**src/spmp_consts.svh**
```systemverilog
// Purpose: Shared constants of the serial peripheral port.
// Assumes: Core clock of 10 MHz.
// Notes:   Definitions only.
`ifndef SPMP_CONSTS_SVH
`define SPMP_CONSTS_SVH

// ****************************************************************
// Widths and sizes
// ****************************************************************
`define SPMP_DATA_W     8
`define SPMP_FIFO_DEPTH 4
`define SPMP_BITS       4'h8
`define SPMP_DIV_W      11

// ****************************************************************
// Timing and reset values
// ****************************************************************
// Half period of the master clock is this base shifted by the rate field.
`define SPMP_HALF_BASE  11'h008
// Pin vector order is {ss_n, miso, mosi, sck}; select rests deselected.
`define SPMP_PIN_RST    4'h8
`define SPMP_PIN_SCK    0
`define SPMP_PIN_MOSI   1
`define SPMP_PIN_MISO   2
`define SPMP_PIN_SS     3

`endif

```
**src/spmp_pkg.sv**
```systemverilog
// Purpose: Types of the serial peripheral port.
// Assumes: Constants come from spmp_consts.svh.
// Notes:   Nothing here is imported; users write spmp_pkg::name.
package spmp_pkg;

  // ****************************************************************
  // Software visible fields
  // ****************************************************************
  typedef struct packed {
    logic       port_irq_enable;
    logic       port_enable;
    logic       master_select;
    logic       clock_polarity;
    logic       clock_phase;
    logic [2:0] rate_select;
  } spmp_ctl_s;

  typedef struct packed {
    logic output_disable;
    logic select_sw_manage;
    logic select_internal_level;
  } spmp_csr_s;

  typedef struct packed {
    logic xfer_done_flag;
    logic write_coll_flag;
    logic overrun_flag;
    logic mode_fault_flag;
  } spmp_flags_s;

  // ****************************************************************
  // Pin drive and engine state
  // ****************************************************************
  typedef struct packed {
    logic sck_o;
    logic sck_oe;
    logic mosi_o;
    logic mosi_oe;
    logic miso_o;
    logic miso_oe;
  } spmp_pins_s;

  typedef enum logic [1:0] {ST_IDLE, ST_PEND, ST_SHIFT} spmp_st_e;

endpackage

```
**src/spmp_port.sv**
```systemverilog
// Contract
// - Master drives SCK with programmed rate, polarity, phase.
// - Three-bit rate field sets master clock frequency.
// - SCK idles at polarity; peers share mode.
// - Low select clears master and enable bits.
// - Master data write loads and shifts MSB first.
// - Completion sets flag and raises enabled interrupt.
// - Status access then data read, or slave data write, clears flag.
// - Data writes ignored while flag set, unread.
// - Slave takes its clock from SCK pin.
// - Slave data write loads, shifts on master clock.
// - Slave echoes last received byte when unloaded.
// - Port runs in wait; events wake core.
// - Halt freezes port; extra bytes cause overrun.
// - Slave completion wakes from halt; overrun tracked.
// - Halt wake needs select low at entry.
// - Software select management uses internal bit.
// - Completion with flag set raises overrun.
// - Select low in master sets mode fault.
// - Received byte copied to read buffer.
//
// Purpose: Serial peripheral port, master or slave, with receive FIFO.
// Assumes: Pins arrive asynchronously and pass a three-stage synchroniser.
// Notes:   Host access is by one-cycle strobes; no register bus.
`timescale 1ns/1ns
`include "spmp_consts.svh"

// ****************************************************************
// Receive FIFO
// ****************************************************************
module spmp_fifo #(
  parameter int W = 8,
  parameter int D = 4
) (
  // Clock and reset
  input  wire logic         core_clk,
  input  wire logic         rst_n,
  // Fill side
  input  wire logic         in_valid,
  input  wire logic [W-1:0] in_data,
  output logic              in_ready,
  // Drain side
  output logic              out_valid,
  output logic [W-1:0]      out_data,
  input  wire logic         out_ready
);
  localparam int AW = $clog2(D);
  localparam int CW = $clog2(D + 1);

  typedef struct packed {
    logic [D-1:0][W-1:0] mem;
    logic [AW-1:0]       wr;
    logic [AW-1:0]       rd;
    logic [CW-1:0]       cnt;
    logic                full;
    logic                nonempty;
  } spmp_fifo_s;

  spmp_fifo_s f_q;
  spmp_fifo_s f_d;
  logic       push;
  logic       pop;

  // Pointers wrap at the depth, which need not be a power of two.
  always_comb
  begin
    f_d  = f_q;
    push = in_valid && !f_q.full;
    pop  = out_ready && f_q.nonempty;
    if (push)
    begin
      f_d.mem[f_q.wr] = in_data;
      f_d.wr = (f_q.wr == AW'(D - 1)) ? '0 : f_q.wr + 1'b1;
    end
    if (pop)
      f_d.rd = (f_q.rd == AW'(D - 1)) ? '0 : f_q.rd + 1'b1;
    f_d.cnt      = f_q.cnt + CW'(push) - CW'(pop);
    f_d.full     = (f_d.cnt == CW'(D));
    f_d.nonempty = (f_d.cnt != '0);
  end

  always_ff @(posedge core_clk)
  begin
    if (!rst_n)
      f_q <= '0;
    else
      f_q <= f_d;
  end

  assign in_ready  = !f_q.full;
  assign out_valid = f_q.nonempty;
  assign out_data  = f_q.mem[f_q.rd];
endmodule

// ****************************************************************
// Port top
// ****************************************************************
module spmp_port (
  // Clock and reset
  input  wire logic                    core_clk,
  input  wire logic                    rst_n,
  // Host strobes
  input  wire logic                    ctl_wr,
  input  wire spmp_pkg::spmp_ctl_s     ctl_wdata,
  input  wire logic                    csr_wr,
  input  wire spmp_pkg::spmp_csr_s     csr_wdata,
  input  wire logic                    csr_rd,
  input  wire logic                    data_wr,
  input  wire logic [`SPMP_DATA_W-1:0] data_wdata,
  input  wire logic                    data_rd,
  // Core state
  input  wire logic                    cpu_int_mask,
  input  wire logic                    halt_mode,
  // Readback
  output spmp_pkg::spmp_ctl_s          ctl_q,
  output spmp_pkg::spmp_csr_s          csr_q,
  output spmp_pkg::spmp_flags_s        flags_q,
  output logic [`SPMP_DATA_W-1:0]      data_rdata,
  output logic                         busy,
  // Events
  output logic                         irq_req,
  output logic                         halt_wake,
  // Serial pins
  input  wire logic                    sck_in,
  output logic                         sck_out,
  output logic                         sck_oe,
  input  wire logic                    mosi_in,
  output logic                         mosi_out,
  output logic                         mosi_oe,
  input  wire logic                    miso_in,
  output logic                         miso_out,
  output logic                         miso_oe,
  input  wire logic                    ss_n_in,
  // Received byte stream
  output logic                         rx_valid,
  output logic [`SPMP_DATA_W-1:0]      rx_data,
  input  wire logic                    rx_ready
);
  typedef struct packed {
    spmp_pkg::spmp_ctl_s        ctl;
    spmp_pkg::spmp_csr_s        csr;
    spmp_pkg::spmp_flags_s      flags;
    spmp_pkg::spmp_pins_s       pins;
    spmp_pkg::spmp_st_e         st;
    logic [`SPMP_DATA_W-1:0]    sr;
    logic [`SPMP_DATA_W-1:0]    rdbuf;
    logic [3:0]                 bitcnt;
    logic [`SPMP_DIV_W-1:0]     div;
    logic [2:0][3:0]            sy;
    logic [3:0]                 filt;
    logic                       sel_prev;
    logic                       done_armed;
    logic                       fault_armed;
    logic                       coll_armed;
    logic                       halt_prev;
    logic                       halt_sel;
    logic                       push;
    logic                       irq;
    logic                       wake;
    logic                       busy;
  } spmp_state_s;

  spmp_state_s            s_q;
  spmp_state_s            s_d;
  logic                   fifo_ready;
  logic                   sel_low;
  logic                   slave_on;
  logic                   edge_ev;
  logic                   new_lvl;
  logic                   lead_ev;
  logic                   sample_ev;
  logic                   launch_ev;
  logic                   in_bit;
  logic [3:0]             cnt_nx;
  logic                   host_ok;
  logic [`SPMP_DIV_W-1:0] half_cnt;

  // ****************************************************************
  // Next state
  // ****************************************************************
  always_comb
  begin
    s_d       = s_q;
    s_d.push  = 1'b0;
    host_ok   = !halt_mode;
    // Three-stage synchroniser; a level counts once stages two and three agree.
    s_d.sy[0] = {ss_n_in, miso_in, mosi_in, sck_in};
    s_d.sy[1] = s_q.sy[0];
    s_d.sy[2] = s_q.sy[1];
    for (int i = 0; i < 4; i++)
    begin
      if (s_q.sy[2][i] == s_q.sy[1][i])
        s_d.filt[i] = s_q.sy[2][i];
    end
    // Internal bit replaces the pin under software management.
    sel_low  = s_q.csr.select_sw_manage ? !s_q.csr.select_internal_level
                                        : !s_q.filt[`SPMP_PIN_SS];
    slave_on = s_q.ctl.port_enable && !s_q.ctl.master_select && sel_low;
    half_cnt = `SPMP_HALF_BASE << s_q.ctl.rate_select;

    // Edge source: own divider in master, synchronised pin in slave.
    edge_ev = 1'b0;
    new_lvl = s_q.pins.sck_o;
    if (s_q.st == spmp_pkg::ST_SHIFT && !halt_mode)
    begin
      s_d.div = s_q.div + 1'b1;
      if (s_q.div == half_cnt - 1'b1)
      begin
        s_d.div = '0;
        edge_ev = 1'b1;
        new_lvl = !s_q.pins.sck_o;
      end
    end
    else if (slave_on)
    begin
      edge_ev = s_d.filt[`SPMP_PIN_SCK] != s_q.filt[`SPMP_PIN_SCK];
      new_lvl = s_d.filt[`SPMP_PIN_SCK];
    end
    lead_ev   = edge_ev && (new_lvl != s_q.ctl.clock_polarity);
    sample_ev = s_q.ctl.clock_phase ? (edge_ev && !lead_ev) : lead_ev;
    launch_ev = edge_ev && !sample_ev;
    in_bit    = s_q.ctl.master_select ? s_q.filt[`SPMP_PIN_MISO]
                                      : s_q.filt[`SPMP_PIN_MOSI];
    cnt_nx    = s_q.bitcnt + 4'(sample_ev);

    // Shift MSB first: sample edge shifts in, launch edge drives out.
    if (sample_ev)
    begin
      s_d.sr     = {s_q.sr[`SPMP_DATA_W-2:0], in_bit};
      s_d.bitcnt = cnt_nx;
    end
    if (launch_ev)
    begin
      s_d.pins.mosi_o = s_q.sr[`SPMP_DATA_W-1];
      s_d.pins.miso_o = s_q.sr[`SPMP_DATA_W-1];
    end
    if (s_q.st == spmp_pkg::ST_SHIFT)
      s_d.pins.sck_o = new_lvl;
    else
      s_d.pins.sck_o = s_q.ctl.clock_polarity;

    // A deselected slave restarts its byte; phase 0 presents MSB on select.
    s_d.sel_prev = slave_on;
    if (!slave_on && s_q.st == spmp_pkg::ST_IDLE)
      s_d.bitcnt = '0;
    if (slave_on && !s_q.sel_prev && !s_q.ctl.clock_phase)
      s_d.pins.miso_o = s_q.sr[`SPMP_DATA_W-1];

    // Host side; the core is stopped in halt so accesses are ignored.
    if (host_ok && (csr_rd || csr_wr))
    begin
      if (s_q.flags.xfer_done_flag)
        s_d.done_armed = 1'b1;
      if (s_q.flags.mode_fault_flag)
        s_d.fault_armed = 1'b1;
      if (s_q.flags.write_coll_flag)
        s_d.coll_armed = 1'b1;
    end
    if (host_ok && csr_rd)
      s_d.flags.overrun_flag = 1'b0;
    if (host_ok && csr_wr)
      s_d.csr = csr_wdata;
    if (host_ok && ctl_wr)
    begin
      s_d.ctl = ctl_wdata;
      if (s_q.fault_armed)
      begin
        s_d.flags.mode_fault_flag = 1'b0;
        s_d.fault_armed = 1'b0;
      end
    end
    if (host_ok && (data_rd || data_wr) && s_q.coll_armed)
    begin
      s_d.flags.write_coll_flag = 1'b0;
      s_d.coll_armed = 1'b0;
    end
    if (host_ok && s_q.done_armed
        && (data_rd || (data_wr && !s_q.ctl.master_select)))
    begin
      s_d.flags.xfer_done_flag = 1'b0;
      s_d.done_armed = 1'b0;
    end
    if (host_ok && data_wr && (!s_q.flags.xfer_done_flag || s_q.done_armed))
    begin
      if (s_q.busy)
        s_d.flags.write_coll_flag = 1'b1;
      else
      begin
        s_d.sr          = data_wdata;
        s_d.pins.mosi_o = data_wdata[`SPMP_DATA_W-1];
        s_d.pins.miso_o = data_wdata[`SPMP_DATA_W-1];
        if (s_q.ctl.master_select && s_q.ctl.port_enable)
          s_d.st = spmp_pkg::ST_PEND;
      end
    end

    // Master waits for FIFO room so no received byte is lost.
    if (s_q.st == spmp_pkg::ST_PEND && fifo_ready && !halt_mode)
    begin
      s_d.st     = spmp_pkg::ST_SHIFT;
      s_d.div    = '0;
      s_d.bitcnt = '0;
    end

    // Byte complete: master after its eighth trailing edge, slave on eighth sample.
    if (cnt_nx == `SPMP_BITS && (s_q.ctl.master_select ? (edge_ev && !lead_ev) : sample_ev))
    begin
      s_d.push   = 1'b1;
      s_d.bitcnt = '0;
      s_d.st     = spmp_pkg::ST_IDLE;
      if (s_q.flags.xfer_done_flag)
        s_d.flags.overrun_flag = 1'b1;
      else
        s_d.rdbuf = s_d.sr;
      s_d.flags.xfer_done_flag = 1'b1;
      s_d.done_armed = 1'b0;
    end

    // Select pulled low under master mode is a fault and drops master.
    if (s_q.ctl.master_select && s_q.ctl.port_enable && sel_low)
    begin
      s_d.flags.mode_fault_flag = 1'b1;
      s_d.ctl.master_select     = 1'b0;
      s_d.ctl.port_enable       = 1'b0;
      s_d.st                    = spmp_pkg::ST_IDLE;
      s_d.bitcnt                = '0;
    end

    // Pin enables follow the mode; output disable frees the data pin.
    s_d.pins.sck_oe  = s_d.ctl.port_enable && s_d.ctl.master_select;
    s_d.pins.mosi_oe = s_d.pins.sck_oe && !s_d.csr.output_disable;
    s_d.pins.miso_oe = s_d.ctl.port_enable && !s_d.ctl.master_select && sel_low
                       && !s_d.csr.output_disable;
    s_d.busy = (s_d.st != spmp_pkg::ST_IDLE) || (s_d.bitcnt != '0);

    // Events; select level is caught at halt entry for the wake path.
    s_d.halt_prev = halt_mode;
    if (halt_mode && !s_q.halt_prev)
      s_d.halt_sel = sel_low;
    s_d.irq  = s_d.ctl.port_irq_enable && !cpu_int_mask
               && (|{s_d.flags.xfer_done_flag, s_d.flags.overrun_flag,
                     s_d.flags.mode_fault_flag});
    s_d.wake = halt_mode && s_d.halt_sel && s_d.ctl.port_irq_enable
               && s_d.flags.xfer_done_flag;
  end

  // ****************************************************************
  // State register
  // ****************************************************************
  always_ff @(posedge core_clk)
  begin
    if (!rst_n)
    begin
      s_q      <= '0;
      // Stages rest at the idle pin levels so no false select follows reset.
      s_q.sy   <= {3{`SPMP_PIN_RST}};
      s_q.filt <= `SPMP_PIN_RST;
    end
    else
      s_q <= s_d;
  end

  spmp_fifo #(
    .W (`SPMP_DATA_W),
    .D (`SPMP_FIFO_DEPTH)
  ) u_rx_fifo (
    .core_clk  (core_clk),
    .rst_n     (rst_n),
    .in_valid  (s_q.push),
    .in_data   (s_q.rdbuf),
    .in_ready  (fifo_ready),
    .out_valid (rx_valid),
    .out_data  (rx_data),
    .out_ready (rx_ready)
  );

  // Outputs other than the receive stream come straight from the state register.
  assign ctl_q      = s_q.ctl;
  assign csr_q      = s_q.csr;
  assign flags_q    = s_q.flags;
  assign data_rdata = s_q.rdbuf;
  assign busy       = s_q.busy;
  assign irq_req    = s_q.irq;
  assign halt_wake  = s_q.wake;
  assign sck_out    = s_q.pins.sck_o;
  assign sck_oe     = s_q.pins.sck_oe;
  assign mosi_out   = s_q.pins.mosi_o;
  assign mosi_oe    = s_q.pins.mosi_oe;
  assign miso_out   = s_q.pins.miso_o;
  assign miso_oe    = s_q.pins.miso_oe;
endmodule

```
**config.mk**
```make
export PLATFORM = sky130hd
export DESIGN_NAME = spmp_port
export DESIGN_NICKNAME = d
export VERILOG_FILES = /design/src/spmp_pkg.sv /design/src/spmp_port.sv
export VERILOG_INCLUDE_DIRS = /design/src
export SDC_FILE = /design/constraint.sdc
export NUM_CORES = 1
export LEC_CHECK = 0
export BUFFER_PORTS_ARGS = -buffer_cell sky130_fd_sc_hd__buf_2
export CORE_ASPECT_RATIO = 0.9
export CORE_MARGIN = 8
export CORE_UTILIZATION = 50
export CTS_CLUSTER_DIAMETER = 120
export DETAILED_ROUTE_END_ITERATION = 8
export GPL_ROUTABILITY_DRIVEN = 0
export GPL_TIMING_DRIVEN = 0
export PLACE_DENSITY = 0.75
export RECOVER_POWER = 100
export SYNTH_ARGS = -nofsm -noshare
export SYNTH_HDL_FRONTEND = slang
export SYNTH_SLANG_ARGS = --single-unit
```
**constraint.sdc**
```tcl
create_clock -name core_clk -period 5.05 [get_ports core_clk]
set_input_delay 0.2525 -clock core_clk [delete_from_list [all_inputs] [get_ports core_clk]]
set_output_delay 0.2525 -clock core_clk [all_outputs]
set_load 0.02 [all_outputs]
```
==> results of run 1 <==
critical path, cell delays in order, from the launching register on:
cell and delay [ns]:
dfxtp_1 0.36, mux2_1 0.42, or3b_1 0.47, a211oi_1 0.44
a31oi_4 0.09, xnor2_2 0.48, nand2_1 0.14, buf_2 0.24
inv_1 0.07, ha_1 0.18, ha_1 0.25, nor2_1 0.07
nand2_1 0.08, o21ai_0 0.10, nand3_1 0.16, nor2b_1 0.15
or4_1 0.61, o32ai_2 0.32
worst max-delay path by stage:
stage,startpoint,end,slack [ns],depth (start not counted)
6_report,csr_q[1]$_SDFFE_PN0P_,busy$_SDFF_PN0_,0.32,17
5_1_grt,ctl_q[2]$_SDFFE_PN0P_,busy$_SDFF_PN0_,0.02,19
3_5_place_dp,csr_q[1]$_SDFFE_PN0P_,data_rdata[6]$_SDFFE_PN0P_,0.56,16
4_1_cts,csr_q[1]$_SDFFE_PN0P_,data_rdata[5]$_SDFFE_PN0P_,0.45,16
2_1_floorplan,csr_q[1]$_SDFFE_PN0P_,busy$_SDFF_PN0_,1.15,17
3_3_place_gp,csr_q[1]$_SDFFE_PN0P_,data_rdata[5]$_SDFFE_PN0P_,0.63,16
timing repair:
action,CTS,global route
endpoints found under the setup margin,0,0
hold buffers,1,0
hold endpoints to repair,1,0
logic make-up after synthesis:
logic type | count (synthesis) | synth area share, %
AO/OA/AOI/OAI | 116 | 12.6
XOR/XNOR | 21 | 3.57
adder cells (fa/ha/maj) | 12 | 2.89
buffers and inverters | 70 | 6.55
flip-flops | 121 | 45.1
multiplexers | 24 | 6.50
AND/OR/NAND/NOR | 260 | 22.8
layout make-up:
cell class / instances / share of cell area, %
Buffer: 56 / 4.66
Clock buffer: 19 / 6.90
Clock inverter: 13 / 2.01
Inverter: 14 / 0.819
Multi-Input combinational cell: 433 / 40.2
Sequential cell: 121 / 37.7
Tap cell: 133 / 2.59
Timing Repair Buffer: 73 / 5.03
power by group:
part	leakage (nW)	switching (W)	internal [W]	total (W)
clock network	0.274	0.000428	0.000732	0.00116
registers	0.981	0.0000211	0.000988	0.00101
logic	1.13	0.000119	0.0000810	0.000200
total	2.39	0.000568	0.00180	0.00237
layout by cell type (no fill, tap or decap), types with 6 or more instances in the layout:
cell,n
buf_4,19
nand2b_1,10
mux2i_1,9
clkinv_2,6
nor3_1,10
o211ai_1,9
nand2_1,79
clkbuf_1,68
and2_1,9
xnor2_1,10
dfxtp_1,121
inv_1,13
nor2b_1,11
mux4_2,8
a21oi_1,62
nand3_1,49
xor2_1,10
o21ai_0,27
nor2_1,66
buf_2,36
clkbuf_16,17
ha_1,10
routing by layer:
metal	share of wire, %	up-vias	routed length [µm]
li1	-	2306	-
met1	45	2215	6080
met2	46	187	6210
met3	7.4	25	1000
met4	1.7	0	227
met5	0	-	0
through the flow:
stage	area, µm²	setup WS (ns)	power [W]
5_1_grt	6420	0.0223	0.00245
3_5_place_dp	5890	0.562	0.00123
6_report	6420	0.324	0.00237
2_1_floorplan	5370	1.15	0.00117
4_1_cts	6480	0.448	0.00239
3_3_place_gp	5890	0.630	0.00123
flip-flops by register name (all words and copies together) (netlist names):
register and flops:
miso_out 1, mosi_oe 1, sck_oe 1, sck_out 1
miso_oe 1, flags_q 4, csr_q 3, u_rx_fifo.out_valid 1
s_q 40, busy 1, ctl_q 8, data_rdata 8
irq_req 1, halt_wake 1, s_d 8, u_rx_fifo.f_q 40
mosi_out 1
==> run_results.csv, run 1 <==
group,metric,value,unit
run_status,status,"complete, no violations",
timing,slew_violations,0,
final_layout,seqCellArea,0.00242,mm²
final_layout,utilization,60.4,%
placed_design,dp_hpwl,9510,µm
clocking,path_clk_slew,0.06,ns
die,die-area,0.0143,mm²
worst_setup_path,r2r_end,"busy$_SDFF_PN0_",
grt,grt-busiest-layer,"met2",
clocking,clk_latency,0.42,ns
final_layout,layout.nets,760,
drt,vias,4733,
placed_design,dp.cells,829,
clocking,cts_tree,"yes",
final_layout,insertedDiodeCount,0,
synthesis,synth.most_common_cell,"dfxtp_1",
worst_setup_path,crit_path_end_kind,"flip-flop",
placed_design,numPortBuffers,72,
timing,setup-tns-final,0,ns
synthesis,synth_ff_type,"dfxtp_1",
die,rows,36,
worst_hold_path,hold_class,"input port to flip-flop",
synthesis,ys_seq_area_share,45.1,%
synthesis,synth_edf_count,0,
worst_setup_path,crit_fanout,10,
worst_hold_path,hold_end,"s_d[21]$_SDFF_PN1_",
synthesis,yosysUniqueCellTypes,53,
worst_setup_path,r2r-start,"csr_q[1]$_SDFFE_PN0P_",
timing,max_freq,212,MHz
synthesis,ys_seq_elements,121,
synthesis,yosys_warnings,0,
drt,initialDrtViolationCount,426,
pwr,power_leakage,2.39,nW
drt,antenna_left,0,
die,core_area,0.0106,mm²
synthesis,ys_async_sr_fraction,0,%
grt,grt_pass1_wl,22400,µm
clocking,tritoncts.num_buffers,17,
die,die_h,114,µm
timing,setup_violations,0,
worst_hold_path,hold-path-cell-count,2,
final_layout,fin_cells,862,
clocking,clock_sinks,121,
worst_hold_path,min_from,"ss_n_in",
drt,wl,13500,µm
drt,drtPass1Iterations,5,
worst_setup_path,crit_type,"flip-flop to flip-flop",
grt,grt-ovfl-total,0,
pwr,powerDensity,369,mW/mm²
grt,first_global_vias,4666,
die,start_util,50.5,%
synthesis,avgSynthCellArea,8.60,µm²
final_layout,drive_gt1_share,15.1,%
drt,wl_per_cell,15.7,µm
die,io_pins,74,
synthesis,synth_commonest_cells,"dfxtp_1 (121), nand2_1 (79), nor2_1 (66)",
synthesis,synth_top_area_share,45.1,%
timing,worstMarginPinSlew,0.716,ns
timing,min_period,4.73,ns
grt,met1_usage,23.6,%
timing,timing.hold.ws,0.0144,ns
grt,grt_max_degree,17,
clocking,post_cts_resized,0,
clocking,post_cts_buffers,0,
grt,antenna_found_initial,0,
job,maxCapViolCount,0,
grt,grt_usage,19.4,%
clocking,clock-root-buffer,"clkbuf_16",
drt,drc_errors,0,
timing,fin_crit_sh,93.6,%
final_layout,area_growth,19.6,%
timing,skew,0.00630,ns
worst_setup_path,r2r_cells,17,
synthesis,synthCells,624,
synthesis,synth_area,0.00537,mm²
pwr,peakVddDrop,0.000184,V
clocking,htree_levels,4,
timing,final-hold-violation-count,0,
final_layout,multi_input_area,0.00258,mm²
worst_setup_path,crit_required,5.37,ns
synthesis,ys_top_cells_by_area,"dfxtp_1 (45%), a21oi_1 (5.8%), nand2_1 (5.5%), nor2_1 (4.6%), nand3_1 (4.6%)",
grt,globalRouteMet3Util,5.68,%
timing,rsz0062_at_grt,"no",
worst_setup_path,cp_data_arrival_time,5.05,ns
drt,drt-vias-per-instance,5.49,
worst_setup_path,cp-start-kind,"flip-flop",
grt,met2_usage,31.6,%
die,die_w,125,µm
clocking,clockBufferDepth,2,
timing,slew_headroom,52.3,%
synthesis,synth_top_area_cell,"dfxtp_1",
synthesis,synthesis.nets,668,
worst_setup_path,rrSetupSlack,0.32,ns
final_layout,fillers,918,
(Power assumes the default switching activity.)
==> inputs of run 2 (changes only) <==
Settings changed: CELL_PAD_IN_SITES_DETAIL_PLACEMENT set to 2, CELL_PAD_IN_SITES_GLOBAL_PLACEMENT set to 2, CORE_UTILIZATION 50 to 34, PLACE_DENSITY 0.75 to 0.82, SLEW_MARGIN set to 20.
==> run_results.csv, run 2 (synthesis gave the netlist of run 1 again) <==
group,metric,value,unit
pwr,power_leakage,2.41,nW
final_layout,final_cell_mix,"dfxtp_1 (121), nand2_1 (79), clkbuf_1 (67), nor2_1 (66), a21oi_1 (62)",
die,die-area,0.0201,mm²
worst_setup_path,r2r_cells,17,
grt,grt_max_degree,17,
grt,first_global_vias,5541,
worst_hold_path,hold_end,"s_d[20]$_SDFF_PN0_",
placed_design,dp_hpwl,12900,µm
worst_setup_path,cp_cell_sequence,"mux2_1 > or3b_1 > a211oi_1 > a31oi_4 > xnor2_4 > nand2_1 > buf_2 > inv_1 > ha_1 > ha_1 > nor2_1 > nand2_1 > o21ai_0 > nand3_1 > nor2b_4 > or4_1 > o32ai_2",
timing,timing.hold.ws,0.0347,ns
final_layout,final_common_cell,"dfxtp_1",
run_status,status,"complete, no violations",
timing,max_freq,210,MHz
timing,setup-tns-final,0,ns
worst_setup_path,crit_fanout,10,
timing,worstMarginPinSlew,0.810,ns
timing,slew_violations,0,
clocking,clock-root-buffer,"clkbuf_16",
worst_setup_path,crit_type,"flip-flop to flip-flop",
timing,slew_headroom,46.0,%
die,die_h,135,µm
final_layout,insertedDiodeCount,0,
clocking,path_clk_slew,0.06,ns
worst_setup_path,rrSetupSlack,0.28,ns
final_layout,layout.nets,761,
clocking,clk_latency,0.43,ns
drt,drc_errors,0,
worst_hold_path,hold_class,"input port to flip-flop",
drt,antenna_left,0,
drt,vias,4853,
timing,final-hold-violation-count,0,
worst_setup_path,cp_slowest_cell,"or4_1",
drt,wl,18400,µm
drt,initialDrtViolationCount,255,
die,die_w,148,µm
final_layout,reg_top3,"s_q: 40 flops, u_rx_fifo.f_q: 40 flops",
die,start_util,34.8,%
placed_design,dp.cells,898,
timing,fin_ws,0.277,ns
final_layout,drive_gt1_share,14.9,%
pwr,powerDensity,370,mW/mm²
clocking,post_cts_buffers,0,
timing,fin_crit_sh,94.5,%
worst_setup_path,slowest_delay,0.63,ns
drt,drt-vias-per-instance,5.21,
clocking,tritoncts.num_buffers,17,
final_layout,area_growth,21.8,%
drt,drtPass1Iterations,4,
final_layout,fin_cells,932,
final_layout,fillers,1738,
placed_design,numPortBuffers,72,
grt,antenna_found_initial,0,
clocking,cts_tree,"yes",
grt,grt-ovfl-total,0,
placed_design,pre_cts_ws,0.281,ns
worst_hold_path,min_from,"miso_in",
die,io_pins,74,
worst_setup_path,crit_path_end_kind,"flip-flop",
worst_setup_path,cp-start-kind,"flip-flop",
clocking,clock_sinks,121,
clocking,clockBufferDepth,2,
worst_hold_path,hold-path-cell-count,2,
die,core_area,0.0154,mm²
die,rows,43,
worst_setup_path,r2r_end,"busy$_SDFF_PN0_",
grt,grt_pass1_wl,29400,µm
job,maxCapViolCount,0,
worst_setup_path,crit_required,5.38,ns
pwr,peakVddDrop,0.000264,V
worst_setup_path,r2r-start,"csr_q[1]$_SDFFE_PN0P_",
timing,setup_violations,0,
worst_setup_path,cp_data_arrival_time,5.11,ns
timing,skew,0.0100,ns
grt,grt_usage,18.8,%
pwr,total_power,0.00242,W
timing,rsz0062_at_grt,"no",
timing,min_period,4.77,ns
clocking,htree_levels,4,
final_layout,seqCellArea,0.00242,mm²
final_layout,multi_input_area,0.00261,mm²
drt,wl_per_cell,19.7,µm
run 2: cell types whose count changed in the layout (fill, tap and decap cells not counted), moves of 4 or more:
cell / delta
and2_0: +4
clkbuf_4: +4
buf_4: -4
buf_2: +4
and2_1: -4
run 2: routing by layer:
layer	global-route usage (%)	vias to the layer above	routed length, µm
met5	0	-	0
met4	5.94	0	253
met3	4.71	23	735
met2	33.2	88	9460
met1	21.9	2442	7920
li1	-	2300	-
run 2: where the power goes:
group	internal, W	leakage, nW	switching (W)
clock	0.000746	0.280	0.000440
sequential	0.000988	0.981	0.0000241
combinational	0.0000838	1.15	0.000134
total	0.00182	2.41	0.000598
run 2: how the worst max path moves through the flow:
stage / start / to / slack (ns) / cells after the start
after floorplan: csr_q[1]$_SDFFE_PN0P_ / busy$_SDFF_PN0_ / 1.15 / 17
after global placement: csr_q[1]$_SDFFE_PN0P_ / data_rdata[5]$_SDFFE_PN0P_ / 0.47 / 16
after detailed placement: csr_q[1]$_SDFFE_PN0P_ / data_rdata[6]$_SDFFE_PN0P_ / 0.28 / 16
after CTS: csr_q[1]$_SDFFE_PN0P_ / data_rdata[6]$_SDFFE_PN0P_ / 0.11 / 16
after global routing: csr_q[1]$_SDFFE_PN0P_ / data_rdata[2]$_SDFFE_PN0P_ / 0.05 / 17
final: csr_q[1]$_SDFFE_PN0P_ / busy$_SDFF_PN0_ / 0.28 / 17
run 2: repair_timing:
action                                  CTS  global route
endpoints found under the setup margin    0             8
hold buffers                              2             0
endpoints found under the hold margin     2             0
resized for setup                         0             2
run 2: through the flow:
step	util, %	cell area, µm²
after global placement	38.7	5980
final	42.3	6540
after detailed placement	38.7	5980
after global routing	42.3	6540
after CTS	42.5	6570
after floorplan	-	5370
run 2: final cells by class:
type	count	share of cell area [%]
plain buffers	56	4.57
clock buffers	23	7.16
clock inverters	9	1.49
inverters	14	0.804
multi-input cells	433	39.9
flip-flops and latches	121	37.1
well taps	202	3.87
repair buffers	74	5.17
run 2: critical path: cells and delay by family, from the launching register on:
kind,cells,cell delay (ns)
adders and majority gates,2,0.43
buffers and inverters,2,0.33
DFF,1,0.38
muxes,1,0.42
AOI/OAI and AO/OA,4,0.98
xor gates and xnor gates,1,0.37
and+or+nand+nor,7,1.76
